**src/core/sad_regs.vh**
```
// Purpose: Address map constants for the secure alias address decoder.
// Assumes: 32-bit byte addresses.
// Notes: Ranges are given as non-secure aliases; the secure alias sets bit 28.
`ifndef SAD_REGS_VH
`define SAD_REGS_VH
`define SAD_SEC_BIT 28
`define SAD_CODE_NS_BASE 32'h00000000
`define SAD_CODE_S_BASE 32'h10000000
`define SAD_SRAM_NS_BASE 32'h20000000
`define SAD_SRAM_S_BASE 32'h30000000
`define SAD_PERI_NS_BASE 32'h40000000
`define SAD_PERI_S_BASE 32'h50000000
`define SAD_FLASH_LO 32'h00000000
`define SAD_FLASH_HI 32'h0009FFFF
`define SAD_ROM_LO 32'h03000000
`define SAD_ROM_HI 32'h0301FFFF
`define SAD_SRAMX_LO 32'h04000000
`define SAD_SRAMX_HI 32'h04007FFF
`define SAD_SRAMD_LO 32'h20000000
`define SAD_SRAMD_HI 32'h20043FFF
`define SAD_APB_LO 32'h40000000
`define SAD_APB_HI 32'h4003FFFF
`define SAD_AHBP0_LO 32'h40080000
`define SAD_AHBP0_HI 32'h400AFFFF
`define SAD_AHBP1_LO 32'h40100000
`define SAD_AHBP1_HI 32'h4010FFFF
`define SAD_TGT_FLASH 3'h0
`define SAD_TGT_ROM 3'h1
`define SAD_TGT_SRAMX 3'h2
`define SAD_TGT_SRAMD 3'h3
`define SAD_TGT_APB 3'h4
`define SAD_TGT_AHBP 3'h5
`define SAD_TGT_NONE 3'h7
`define SAD_ATTR_NS 2'h0
`define SAD_ATTR_S 2'h1
`define SAD_ATTR_NSC 2'h2
`endif

```
**src/core/sad_port_decode.v**
```verilog
// Purpose: Window compare for one matrix slave port.
// Assumes: The address reaching it already has the alias bit cleared.
// Notes: Pure logic; the caller registers whatever it picks from here.
`timescale 1ns/1ns
`default_nettype none
module sad_port_decode #(
    parameter [31:0] RANGE_LO = 32'h00000000,
    parameter [31:0] RANGE_HI = 32'h00000000,
    parameter [31:0] RANGE_BASE = 32'h00000000
) (
    input wire [31:0] phys_addr,
    output wire hit,
    output wire [31:0] offset
);
    assign hit = (phys_addr >= RANGE_LO) && (phys_addr <= RANGE_HI);
    // The offset is formed even on a miss, since a window that is not picked is ignored.
    assign offset = phys_addr - RANGE_BASE;
endmodule // sad_port_decode
`default_nettype wire

```
**src/core/sad_decoder.v**
```verilog
// Purpose: Per-master address decode and security attribution for the bus matrix.
// Assumes: All request signals are from logic on sys_clk.
// Notes: One independent decode slice per master; arbitration lives elsewhere.
`timescale 1ns/1ns
`default_nettype none
`include "sad_regs.vh"
module sad_decoder #(
    parameter NUM_MASTERS = 2,
    parameter NSC_LO = 32'h1000FC00,
    parameter NSC_HI = 32'h1000FFFF
) (
    input wire sys_clk,
    input wire resetn,
    input wire [NUM_MASTERS-1:0] req_valid,
    input wire [NUM_MASTERS*32-1:0] req_addr,
    input wire [NUM_MASTERS-1:0] req_secure_master,
    input wire [NUM_MASTERS-1:0] chk_grant_secure,
    output wire [NUM_MASTERS-1:0] sel_valid,
    output wire [NUM_MASTERS*3-1:0] sel_target,
    output wire [NUM_MASTERS*32-1:0] sel_offset,
    output wire [NUM_MASTERS*2-1:0] sel_attr,
    output wire [NUM_MASTERS-1:0] sel_code_bus,
    output wire [NUM_MASTERS-1:0] sel_error,
    output wire [NUM_MASTERS-1:0] sel_sec_denied
);
    // Range slots, one per matrix slave window.
    localparam RG_FLASH = 0;
    localparam RG_ROM = 1;
    localparam RG_SRAMX = 2;
    localparam RG_SRAMD = 3;
    localparam RG_APB = 4;
    localparam RG_AHBP0 = 5;
    localparam RG_AHBP1 = 6;
    localparam N_RANGES = 7;

    // Master 0 is the primary core; the rest lack their own security extension.
    // Each slice is private, so no master ever waits on another's decode.
    genvar i;
    generate
        for (i = 0; i < NUM_MASTERS; i = i + 1) begin : g_port
            wire [31:0] addr;
            wire [31:0] phys;
            wire is_sec;
            wire is_primary;
            wire sec_ok;
            wire in_nsc;
            wire mapped;
            wire [N_RANGES-1:0] hit;
            wire [N_RANGES*32-1:0] offs;
            reg [2:0] next_target;
            reg [31:0] next_offset;
            reg [1:0] next_attr;
            reg next_valid;
            reg next_code_bus;
            reg next_error;
            reg next_denied;
            reg valid;
            reg [2:0] target;
            reg [31:0] offset;
            reg [1:0] attr;
            reg code_bus;
            reg error;
            reg denied;

            assign addr = req_addr[i*32 +: 32];
            assign is_sec = addr[`SAD_SEC_BIT];
            // Clearing bit 28 before the compare makes both aliases hit one window.
            assign phys = addr & ~(32'h00000001 << `SAD_SEC_BIT);
            assign is_primary = (i == 0);
            // The checker's verdict is taken as given; no permission is judged here.
            assign sec_ok = is_primary | (req_secure_master[i] & chk_grant_secure[i]);
            assign in_nsc = (addr >= NSC_LO) && (addr <= NSC_HI);

            sad_port_decode #(
                .RANGE_LO(`SAD_FLASH_LO),
                .RANGE_HI(`SAD_FLASH_HI),
                .RANGE_BASE(`SAD_FLASH_LO)
            ) u_flash (
                .phys_addr(phys),
                .hit(hit[RG_FLASH]),
                .offset(offs[RG_FLASH*32 +: 32])
            );

            sad_port_decode #(
                .RANGE_LO(`SAD_ROM_LO),
                .RANGE_HI(`SAD_ROM_HI),
                .RANGE_BASE(`SAD_ROM_LO)
            ) u_rom (
                .phys_addr(phys),
                .hit(hit[RG_ROM]),
                .offset(offs[RG_ROM*32 +: 32])
            );

            sad_port_decode #(
                .RANGE_LO(`SAD_SRAMX_LO),
                .RANGE_HI(`SAD_SRAMX_HI),
                .RANGE_BASE(`SAD_SRAMX_LO)
            ) u_sramx (
                .phys_addr(phys),
                .hit(hit[RG_SRAMX]),
                .offset(offs[RG_SRAMX*32 +: 32])
            );

            sad_port_decode #(
                .RANGE_LO(`SAD_SRAMD_LO),
                .RANGE_HI(`SAD_SRAMD_HI),
                .RANGE_BASE(`SAD_SRAMD_LO)
            ) u_sramd (
                .phys_addr(phys),
                .hit(hit[RG_SRAMD]),
                .offset(offs[RG_SRAMD*32 +: 32])
            );

            sad_port_decode #(
                .RANGE_LO(`SAD_APB_LO),
                .RANGE_HI(`SAD_APB_HI),
                .RANGE_BASE(`SAD_APB_LO)
            ) u_apb (
                .phys_addr(phys),
                .hit(hit[RG_APB]),
                .offset(offs[RG_APB*32 +: 32])
            );

            sad_port_decode #(
                .RANGE_LO(`SAD_AHBP0_LO),
                .RANGE_HI(`SAD_AHBP0_HI),
                .RANGE_BASE(`SAD_PERI_NS_BASE)
            ) u_ahbp0 (
                .phys_addr(phys),
                .hit(hit[RG_AHBP0]),
                .offset(offs[RG_AHBP0*32 +: 32])
            );

            sad_port_decode #(
                .RANGE_LO(`SAD_AHBP1_LO),
                .RANGE_HI(`SAD_AHBP1_HI),
                .RANGE_BASE(`SAD_PERI_NS_BASE)
            ) u_ahbp1 (
                .phys_addr(phys),
                .hit(hit[RG_AHBP1]),
                .offset(offs[RG_AHBP1*32 +: 32])
            );

            always @* begin
                next_target = `SAD_TGT_NONE;
                next_offset = 32'h00000000;
                if (hit[RG_FLASH]) begin
                    next_target = `SAD_TGT_FLASH;
                    next_offset = offs[RG_FLASH*32 +: 32];
                end else if (hit[RG_ROM]) begin
                    next_target = `SAD_TGT_ROM;
                    next_offset = offs[RG_ROM*32 +: 32];
                end else if (hit[RG_SRAMX]) begin
                    next_target = `SAD_TGT_SRAMX;
                    next_offset = offs[RG_SRAMX*32 +: 32];
                end else if (hit[RG_SRAMD]) begin
                    next_target = `SAD_TGT_SRAMD;
                    next_offset = offs[RG_SRAMD*32 +: 32];
                end else if (hit[RG_APB]) begin
                    next_target = `SAD_TGT_APB;
                    next_offset = offs[RG_APB*32 +: 32];
                end else if (hit[RG_AHBP0] || hit[RG_AHBP1]) begin
                    next_target = `SAD_TGT_AHBP;
                    next_offset = hit[RG_AHBP0] ? offs[RG_AHBP0*32 +: 32] : offs[RG_AHBP1*32 +: 32];
                end
            end

            always @* begin
                if (!is_sec) begin
                    next_attr = `SAD_ATTR_NS;
                end else if (in_nsc) begin
                    next_attr = `SAD_ATTR_NSC;
                end else begin
                    next_attr = `SAD_ATTR_S;
                end
            end

            assign mapped = (next_target != `SAD_TGT_NONE);

            always @* begin
                next_valid = req_valid[i] && mapped && (!is_sec || sec_ok);
                next_error = req_valid[i] && !mapped;
                next_denied = req_valid[i] && mapped && is_sec && !sec_ok;
                next_code_bus = (addr < `SAD_SRAM_NS_BASE);
            end

            always @(posedge sys_clk) begin
                if (!resetn) begin
                    valid <= 1'b0;
                    target <= `SAD_TGT_NONE;
                    offset <= 32'h00000000;
                    attr <= `SAD_ATTR_NS;
                    code_bus <= 1'b0;
                    error <= 1'b0;
                    denied <= 1'b0;
                end else begin
                    valid <= next_valid;
                    target <= next_target;
                    offset <= next_offset;
                    attr <= next_attr;
                    code_bus <= next_code_bus;
                    error <= next_error;
                    denied <= next_denied;
                end
            end

            assign sel_valid[i] = valid;
            assign sel_target[i*3 +: 3] = target;
            assign sel_offset[i*32 +: 32] = offset;
            assign sel_attr[i*2 +: 2] = attr;
            assign sel_code_bus[i] = code_bus;
            assign sel_error[i] = error;
            assign sel_sec_denied[i] = denied;
        end
    endgenerate
endmodule // sad_decoder
`default_nettype wire

```
**config.mk**
```make
export PLATFORM = sky130hd
export DESIGN_NAME = sad_decoder
export DESIGN_NICKNAME = d
export VERILOG_FILES = /design/src/core/sad_port_decode.v /design/src/core/sad_decoder.v
export VERILOG_INCLUDE_DIRS = /design/src /design/src/core
export SDC_FILE = /design/constraint.sdc
export NUM_CORES = 1
export LEC_CHECK = 0
export BUFFER_PORTS_ARGS = -buffer_cell sky130_fd_sc_hd__buf_2
export CORE_UTILIZATION = 56
export CTS_BUF_LIST = sky130_fd_sc_hd__clkbuf_8
export DETAILED_ROUTE_END_ITERATION = 8
export MAX_ROUTING_LAYER = met4
export PLACE_DENSITY = 0.94
export SYNTH_ARGS = -nofsm -noshare
export SYNTH_HDL_FRONTEND = slang
export SYNTH_SLANG_ARGS = --single-unit
```
**constraint.sdc**
```tcl
create_clock -name sys_clk -period 5.05 [get_ports sys_clk]
set_input_delay 0.7575 -clock sys_clk [delete_from_list [all_inputs] [get_ports sys_clk]]
set_output_delay 0.7575 -clock sys_clk [all_outputs]
set_load 0.01 [all_outputs]
```
==> results of run 1 <==
## logic make-up after synthesis
| family | share of synthesized area [%] |
|---|---|
| simple gates | 28.5 |
| buf+inv | 5.34 |
| other cells | 0.0851 |
| mux | 0.256 |
| xor+xnor | 0.994 |
| flops | 36.8 |
| fa+ha+maj | 7.95 |
| compound gates | 20.1 |
## area by class of cell
| type | count | share of cell area [%] |
|---|---|---|
| well taps | 99 | 2.32 |
| clock inverters | 7 | 1.29 |
| flip-flops and latches | 81 | 30.3 |
| clock buffers | 9 | 2.32 |
| inverters | 21 | 1.47 |
| repair buffers | 154 | 14.6 |
| multi-input cells | 383 | 47.7 |
## power by group
group          internal [mW]  total [mW]  switching [mW]  leakage (nW)
registers              0.679       0.689         0.00964         0.668
clock network          0.229       0.479           0.250         0.101
logic                  0.114       0.289           0.175          1.72
total                   1.02        1.46           0.435          2.49
## final timing paths
path | start | end | depth (start not counted)
worst max-delay path | req_addr[62] | g_port[1].offset[12]$_SDFF_PN0_ | 10
worst min-delay path | req_addr[55] | g_port[1].offset[23]$_SDFF_PN0_ | 2
## through the flow
step	area [µm²]	util (%)	hold slack, ps	setup WS (ps)	std cells
detailed placement	5150	69.6	996	1260	738
global placement	5150	69.6	987	1450	738
global route	5350	72.2	637	1200	754
CTS	5350	72.2	631	1600	754
finish	5350	72.2	640	1510	754
floorplan	4410	-	848	2110	514
## registers in the layout, indices dropped and copies added, names as in the netlist
| register | cells |
|---|---|
| g_port.error | 2 |
| g_port.denied | 1 |
| g_port.offset | 64 |
| g_port.attr | 4 |
| g_port.code_bus | 2 |
| g_port.valid | 2 |
| g_port.target | 6 |
## cells in the mapped netlist, drive strengths merged (16+ instances only)
master   n  share of area, %
inv     21               1.8
and2    53               7.5
dfxtp   81                37
clkbuf  16               1.4
nand4   16               2.3
nor3    16               1.8
ha      28               8.0
a21oi   26               3.0
o21ai   26               3.0
nand2   34               2.9
nor2    27               2.3
nor4    16               2.3
## placed cells by master, fill, tap and decap left out, drive strengths merged, types with 3 or more instances in the layout
master | synthesis | layout
nor4 | 16 | 16
a21oi | 26 | 26
or4 | 3 | 3
o21ai | 26 | 26
dfxtp | 81 | 81
nand2b | 3 | 3
inv | 21 | 24
and3 | 10 | 10
buf | 13 | 154
nor3 | 16 | 16
a22oi | 3 | 3
or3 | 5 | 5
clkbuf | 16 | 9
o211ai | 7 | 7
nand2 | 34 | 34
o21a | 4 | 4
o31ai | 9 | 9
nor2b | 6 | 6
and4 | 4 | 4
a21o | 4 | 4
ha | 28 | 28
a211oi | 6 | 6
nor4b | 3 | 3
nand3b | 3 | 3
xnor2 | 3 | 3
and4b | 3 | 3
a31oi | 9 | 9
nand3 | 13 | 13
a21boi | 4 | 4
nor2 | 27 | 27
and2 | 53 | 53
nand4 | 16 | 16
## routing by layer
metal  share of wire, %  track usage, %  up-vias
li1                   -               -     2140
met5                  0               -        -
met2                 47            52.0      266
met3                8.3            4.97       34
met4                2.1            11.6        0
met1                 42            40.4     2172
## critical path: stages
cell and delay [ps]:
buf_2 140, inv_1 200, ha_1 320, nor2b_1 320, nand3_1 120, o311ai_0 390, nand3_1 410, nand4b_1 440
o21a_1 500, and2_1 220
==> reports/metrics.cfg, run 1 <==
[cells_and_area]
area_growth_pct=21.4
num_antenna_cells=0
drive_gt1_share_pct=27.6
fill_cells=594
ff_latch_area_um2=1620
finish.net_count=750
multi_input_area_um2=2550

[routing]
ant_nets=0
drc_errors=0
routedWlPerCell_um=17.4
drtPass1Iterations=5
vias_per_cell=6.12
drt-initial-drc-count=417
wirelength_mm=13.1
num_vias=4612

[floorplan]
coreArea_um2=7410
ios=154
rows=31
fp.dieH_um=90.7
start_util_pct=59.5
die_w_um=90.7
die_area_um2=8230

[sta]
max_slew.worst_pin.slew_ps=867
post-route-period-util_pct=70.2
slew_violations=0
tns_ps=0
setup_viol=0
clock.fmax_mhz=282
hold_viol=0
rsz0062_at_grt=no
min_period_ps=3540
relSlewSlack_pct=41.7

[yosys]
syn_inst=514
synth_edf_count=0
ys_seq_area_share_pct=36.8
ys_ff_latch=81
syn_avg_cell_area_um2=8.57
syn-cell-area_um2=4410
synthArstFlopShare_pct=0
yosys_warnings=0
synth_ff_type=dfxtp_1
synth_cell_types=70
synth_nets=614

[critical_path]
cp_data_arrival_time_ps=3830
worstPathMaxFanout=22
cp.required_ps=5340
end_kind=register
critPathKind=primary input to register
cp-start-kind=primary input

[clock_tree]
clockRootBuffer=clkbuf_8
cts_tree=built
htreeDepth=3
numCtsBuffers=9
cts_num_sinks=81
clockBufferDepth=2
post_cts_buffers=0
post_cts_resized=0
path_clk_slew_ps=80
cts_hold_buf=0

[pwr]
powerDensity_nw_per_um2=273
ir_worst_vdd_uv=144
power_mw=1.46
p_leak_nw=2.49

[grt]
antenna_found_initial=0
grt_max_degree=26
grt_pass1_wl_mm=20.7
gr-usage-all-layers_pct=32.1
grt_overflow=0
grt_pass1_vias=4173

[placement]
hpwl_mm=9.83
port_buffers=150
finalWeightedCongestion=0.943

[worst_hold_path]
hold_class=primary input to register

[flow_run]
maxCapViolations=0

[run_status]
run_status=finished clean

Note: power is estimated with default switching activity, not from simulation.
==> run 2, diff against run 1 <==
- CORE_UTILIZATION: 56 -> 52
- PLACE_DENSITY: 0.94 -> 0.89
- clock period: 5.05 -> 3.29 ns (I/O delays scaled with it)
==> run 2 against run 1 <==
  * Cell area rose by 2.2%
  * Routed wire length fell by 3.7%
  * Flip-flop and latch count did not move
  * Non-clock buffer count rose by 12
  * Sequential power rose by 54%
  * Final cell count rose by 2.5%
  * Die area rose by 7.5%
  * First-iteration DRC count fell by 25%
  * Core utilization fell by 5.7 points
  * Clock power rose by 62%
==> reports/metrics.cfg, run 2 (same netlist as run 1, synthesis figures left out) <==
[run_status]
run_status=finished clean

[cells_and_area]
fin_area_um2=5460
multi_input_area_um2=2550
regMostFlops=g_port.offset
largest_reg_flops=64
area_growth_pct=24.0
drive_gt1_share_pct=29.1
finish.net_count=762
final_cell_mix=150 x buf_2, 81 x dfxtp_1, 53 x and2_1
final_common_cell=buf_2
ff_latch_area_um2=1620
final_core_util_pct=66.5
fill_cells=698
largestRegisters=g_port.offset (64), g_port.target (6), g_port.attr (4)

[pwr]
internal_power_mw=1.61
p_clk_share_pct=34.1
seq_power_share_pct=46.3
p_comb_share_pct=19.6
p_leak_nw=2.56
p_switching_mw=0.671
powerDensity_nw_per_um2=417
swShare_pct=29.4
ir_worst_vdd_uv=262

[placement]
preCtsSetupSlack_ps=254
hpwl_mm=9.55
port_buffers=150
post_dp_cell_area_um2=5250
finalWeightedCongestion=0.899

[sta]
relSlewSlack_pct=62.3
post-route-period-util_pct=84.3
rsz0062_at_grt=no
max_slew.worst_pin.slew_ps=566
slew_violations=0
tns_ps=0
hold_viol=0
setup_viol=0
setup_ws_ps=516
min_period_ps=2770
clock.fmax_mhz=360

[routing]
ant_nets=0
wirelength_mm=12.6
vias_per_cell=5.86
drc_errors=0
drtPass1Iterations=5
routedWlPerCell_um=16.3
drt-initial-drc-count=311
num_vias=4532

[floorplan]
rows=33
coreArea_um2=8220
start_util_pct=53.6
ios=154
die_area_um2=8840
fp.dieH_um=94.0
die_w_um=94.0

[flow_run]
maxCapViolations=0

[critical_path]
cp-start-kind=primary input
cp.required_ps=3590
crit_start=req_addr[48]
cp_data_arrival_time_ps=3070
worstPathMaxFanout=22
critPathKind=primary input to register
end_kind=register
crit_end=g_port[1].offset[19]$_SDFF_PN0_

[clock_tree]
cts_tree=built
post_cts_resized=0
cts_num_sinks=81
numCtsBuffers=9
clockBufferDepth=2
clockRootBuffer=clkbuf_8
cts_hold_buf=0
post_cts_buffers=0
htreeDepth=3
path_clk_slew_ps=90

[grt]
grt_pass1_vias=3982
antenna_found_initial=1
grt_overflow=0
grt_max_degree=26
grt_pass1_wl_mm=19.7
gr-usage-all-layers_pct=29.2

[worst_hold_path]
hold_class=primary input to register

## run 2: how the worst min path moves through the flow
stage,start,endpoint,slack [ps],depth (start not counted)
floorplan,req_addr[58],g_port[1].offset[26]$_SDFF_PN0_,580,1
global placement,req_addr[43],g_port[1].offset[11]$_SDFF_PN0_,730,2
detailed placement,req_addr[55],g_port[1].offset[23]$_SDFF_PN0_,730,2
CTS,req_addr[55],g_port[1].offset[23]$_SDFF_PN0_,350,2
global route,req_addr[55],g_port[1].offset[23]$_SDFF_PN0_,370,2
finish,req_addr[55],g_port[1].offset[23]$_SDFF_PN0_,370,2
## run 2: power groups by stage
stage / sequential (mW) / combinational [mW] / clock (mW)
after floorplan: 1.11 / 0.217 / 0
after global placement: 1.08 / 0.429 / 0
after CTS: 1.06 / 0.441 / 0.792
final: 1.06 / 0.446 / 0.778
after detailed placement: 1.08 / 0.439 / 0
after global routing: 1.06 / 0.488 / 0.836
## run 2: metal layers
metal	GRT usage (%)	up-vias	wire [µm]
li1	-	2166	-
met1	40.5	2092	5700
met2	43.8	258	5650
met3	4.45	16	1120
met4	8.33	0	167
met5	-	-	0
## run 2: area by class of cell
cell class | count | share of cell area, %
Multi-Input combinational cell | 383 | 46.6
Sequential cell | 81 | 29.7
Timing Repair Buffer | 166 | 15.9
Clock buffer | 10 | 2.52
Tap cell | 105 | 2.40
Inverter | 21 | 1.44
Clock inverter | 6 | 1.33
Antenna cell | 1 | 0.0458
## run 2: worst max-delay path, cell delays in order
cell	delay [ps]
buf_2	130
nor4_1	460
nand3_1	300
or4_1	640
o31ai_1	140
nand4b_1	190
o21a_1	490
and2_1	220
## run 2: through the flow
stage | power [mW] | instances | hold slack [ps]
floorplan | 1.33 | 514 | 584
global placement | 1.51 | 756 | 725
detailed placement | 1.52 | 756 | 728
CTS | 2.29 | 772 | 354
global route | 2.39 | 773 | 371
finish | 2.28 | 773 | 368
==> run 3, diff against run 2 <==
- ABC_AREA: unset -> 1
- CORE_UTILIZATION: 52 -> 54
- clock period: 3.29 -> 2.81 ns (I/O delays scaled with it)
==> run 3 against run 2 <==
  * Die area rose by 13%
  * Count of clock-buffer cells in the layout decreased by 1
  * Synthesized cell count grew 51%
  * Largest cell class unchanged
==> reports/metrics.cfg, run 3 <==
[run_status]
run_status=finished clean

[grt]
grt_overflow=0
gr-usage-met2_pct=45.4
use_met3_pct=4.04
grt_pass1_wl_mm=23.0
antenna_found_initial=0
grt_pass1_vias=4924
grt_max_degree=41
busiest_layer=met2
grt_use_met1_pct=40.8
gr-usage-all-layers_pct=30.0

[clock_tree]
post_cts_resized=0
cts_hold_buf=0
htreeDepth=3
cts_num_sinks=81
path_clk_slew_ps=90
clockRootBuffer=clkbuf_8
cts_tree=built
post_cts_buffers=0
numCtsBuffers=9
clockBufferDepth=2

[pwr]
powerDensity_nw_per_um2=435
power_mw=2.71
ir_worst_vdd_uv=301
p_leak_nw=3.19

[sta]
hold_viol=0
min_period_ps=2370
relSlewSlack_pct=59.1
post-route-period-util_pct=84.4
slew_violations=0
max_slew.worst_pin.slew_ps=613
hold_slack_ps=302
tns_ps=0
setup_viol=0
rsz0062_at_grt=no
clock.fmax_mhz=422

[cells_and_area]
regMostFlops=g_port.offset
final_cell_mix=198 x nand2_1, 150 x buf_2, 129 x nor2_1
fin_area_um2=6230
area_growth_pct=20.5
final_common_cell=nand2_1
fill_cells=873
largest_reg_flops=64
drive_gt1_share_pct=25.8
finish.net_count=1030
num_antenna_cells=0
final_core_util_pct=67.5
largestRegisters=g_port.offset (64), g_port.target (6), g_port.attr (4)

[yosys]
synth_edf_count=0
synth_ff_type=dfxtp_1
ys_seq_area_share_pct=31.4
synth.most_common_cell=nand2_1
yosys.area.top_type=dfxtp_1
synth_cell_types=47
synthArstFlopShare_pct=0
yosys_warnings=0
synth_area_leaders=dfxtp_1 31%, nand2_1 14%, nor2_1 9.4%
syn_inst=774
syn-cell-area_um2=5170
synth_nets=874
ys_ff_latch=81
synth_common_cells=198 x nand2_1, 129 x nor2_1, 81 x dfxtp_1, 81 x inv_1, 45 x nand3_1
syn_avg_cell_area_um2=6.68
synth_top_area_share_pct=31.4

[floorplan]
ios=154
die_area_um2=9970
coreArea_um2=9240
fp.dieH_um=99.9
die_w_um=99.9
rows=35
start_util_pct=56.0

[critical_path]
crit_family=simple AND/OR/NAND/NOR gates
cp.required_ps=3020
worstPathMaxFanout=26
cp_slowest_stage_delay_ps=290
cp-start-kind=primary input
end_kind=register
path_buf_inv=4
path_cells=buf_2, inv_1, ha_1, inv_1, nor2_1, nand3_1, o21bai_1, nand2_1, nor2_2, nor2_1, nand3_2, inv_4, nor3_1
cp_data_arrival_time_ps=2580
worst_path_max_delay_cell=nor2_1
critPathKind=primary input to register

[routing]
wirelength_mm=14.4
vias_per_cell=5.17
drt-initial-drc-count=392
routedWlPerCell_um=13.5
ant_nets=0
drc_errors=0
drtPass1Iterations=5
num_vias=5503

[placement]
hpwl_mm=11.4
finalWeightedCongestion=1.01
post_dp_cell_area_um2=6050
port_buffers=150

[worst_hold_path]
hold_class=primary input to register

[flow_run]
maxCapViolations=0

## run 3: changes by cell type in the layout (fill, tap and decap cells not counted), moves of 11 or more
cell,before,now
and2_1,53,0
inv_1,21,81
inv_2,0,11
nand2_1,34,198
nand3_1,13,45
nor2_1,27,129
nor3_2,0,18
nor4_1,16,4
## run 3: logic make-up after synthesis
logic type                 count (synthesis)  synth area share (%)
DFF                                       81                  31.4
other                                      1                0.0725
adders and majority gates                 28                  6.77
xor gates and xnor gates                  12                  2.03
and+or+nand+nor                          458                  40.9
buffers and inverters                    117                  10.5
AOI/OAI and AO/OA                         77                  8.42
## run 3: worst paths after layout
path	from	to	slack, ps	depth (start not counted)
worst max-delay path	req_addr[63]	g_port[1].offset[21]$_SDFF_PN0_	440	13
worst min-delay path	req_addr[60]	g_port[1].valid$_SDFF_PN0_	300	2
## run 3: per-layer routing
layer,up-vias,part of all wire (%)
met5,-,0
met4,0,1.7
met3,25,7.8
met2,270,44
met1,2444,46
li1,2764,-
## run 3: metrics by stage
stage	setup slack, ps	instances
2_1_floorplan	593	774
3_3_place_gp	231	1048
3_5_place_dp	118	1048
4_1_cts	489	1064
5_1_grt	303	1064
6_report	439	1064
## run 3: layout make-up
class / count / area, µm² / share of cell area, %
flip-flops and latches: 81 / 1620 / 26.0
inverters: 96 / 365 / 5.86
clock inverters: 7 / 57.6 / 0.923
repair buffers: 166 / 896 / 14.4
well taps: 129 / 161 / 2.59
clock buffers: 9 / 124 / 1.99
multi-input cells: 576 / 3010 / 48.3
## run 3: where the power goes
| part | internal [mW] | leakage [nW] | switching, mW |
|---|---|---|---|
| sequential | 1.23 | 0.670 | 0.0185 |
| clock | 0.339 | 0.0958 | 0.478 |
| combinational | 0.235 | 2.42 | 0.414 |
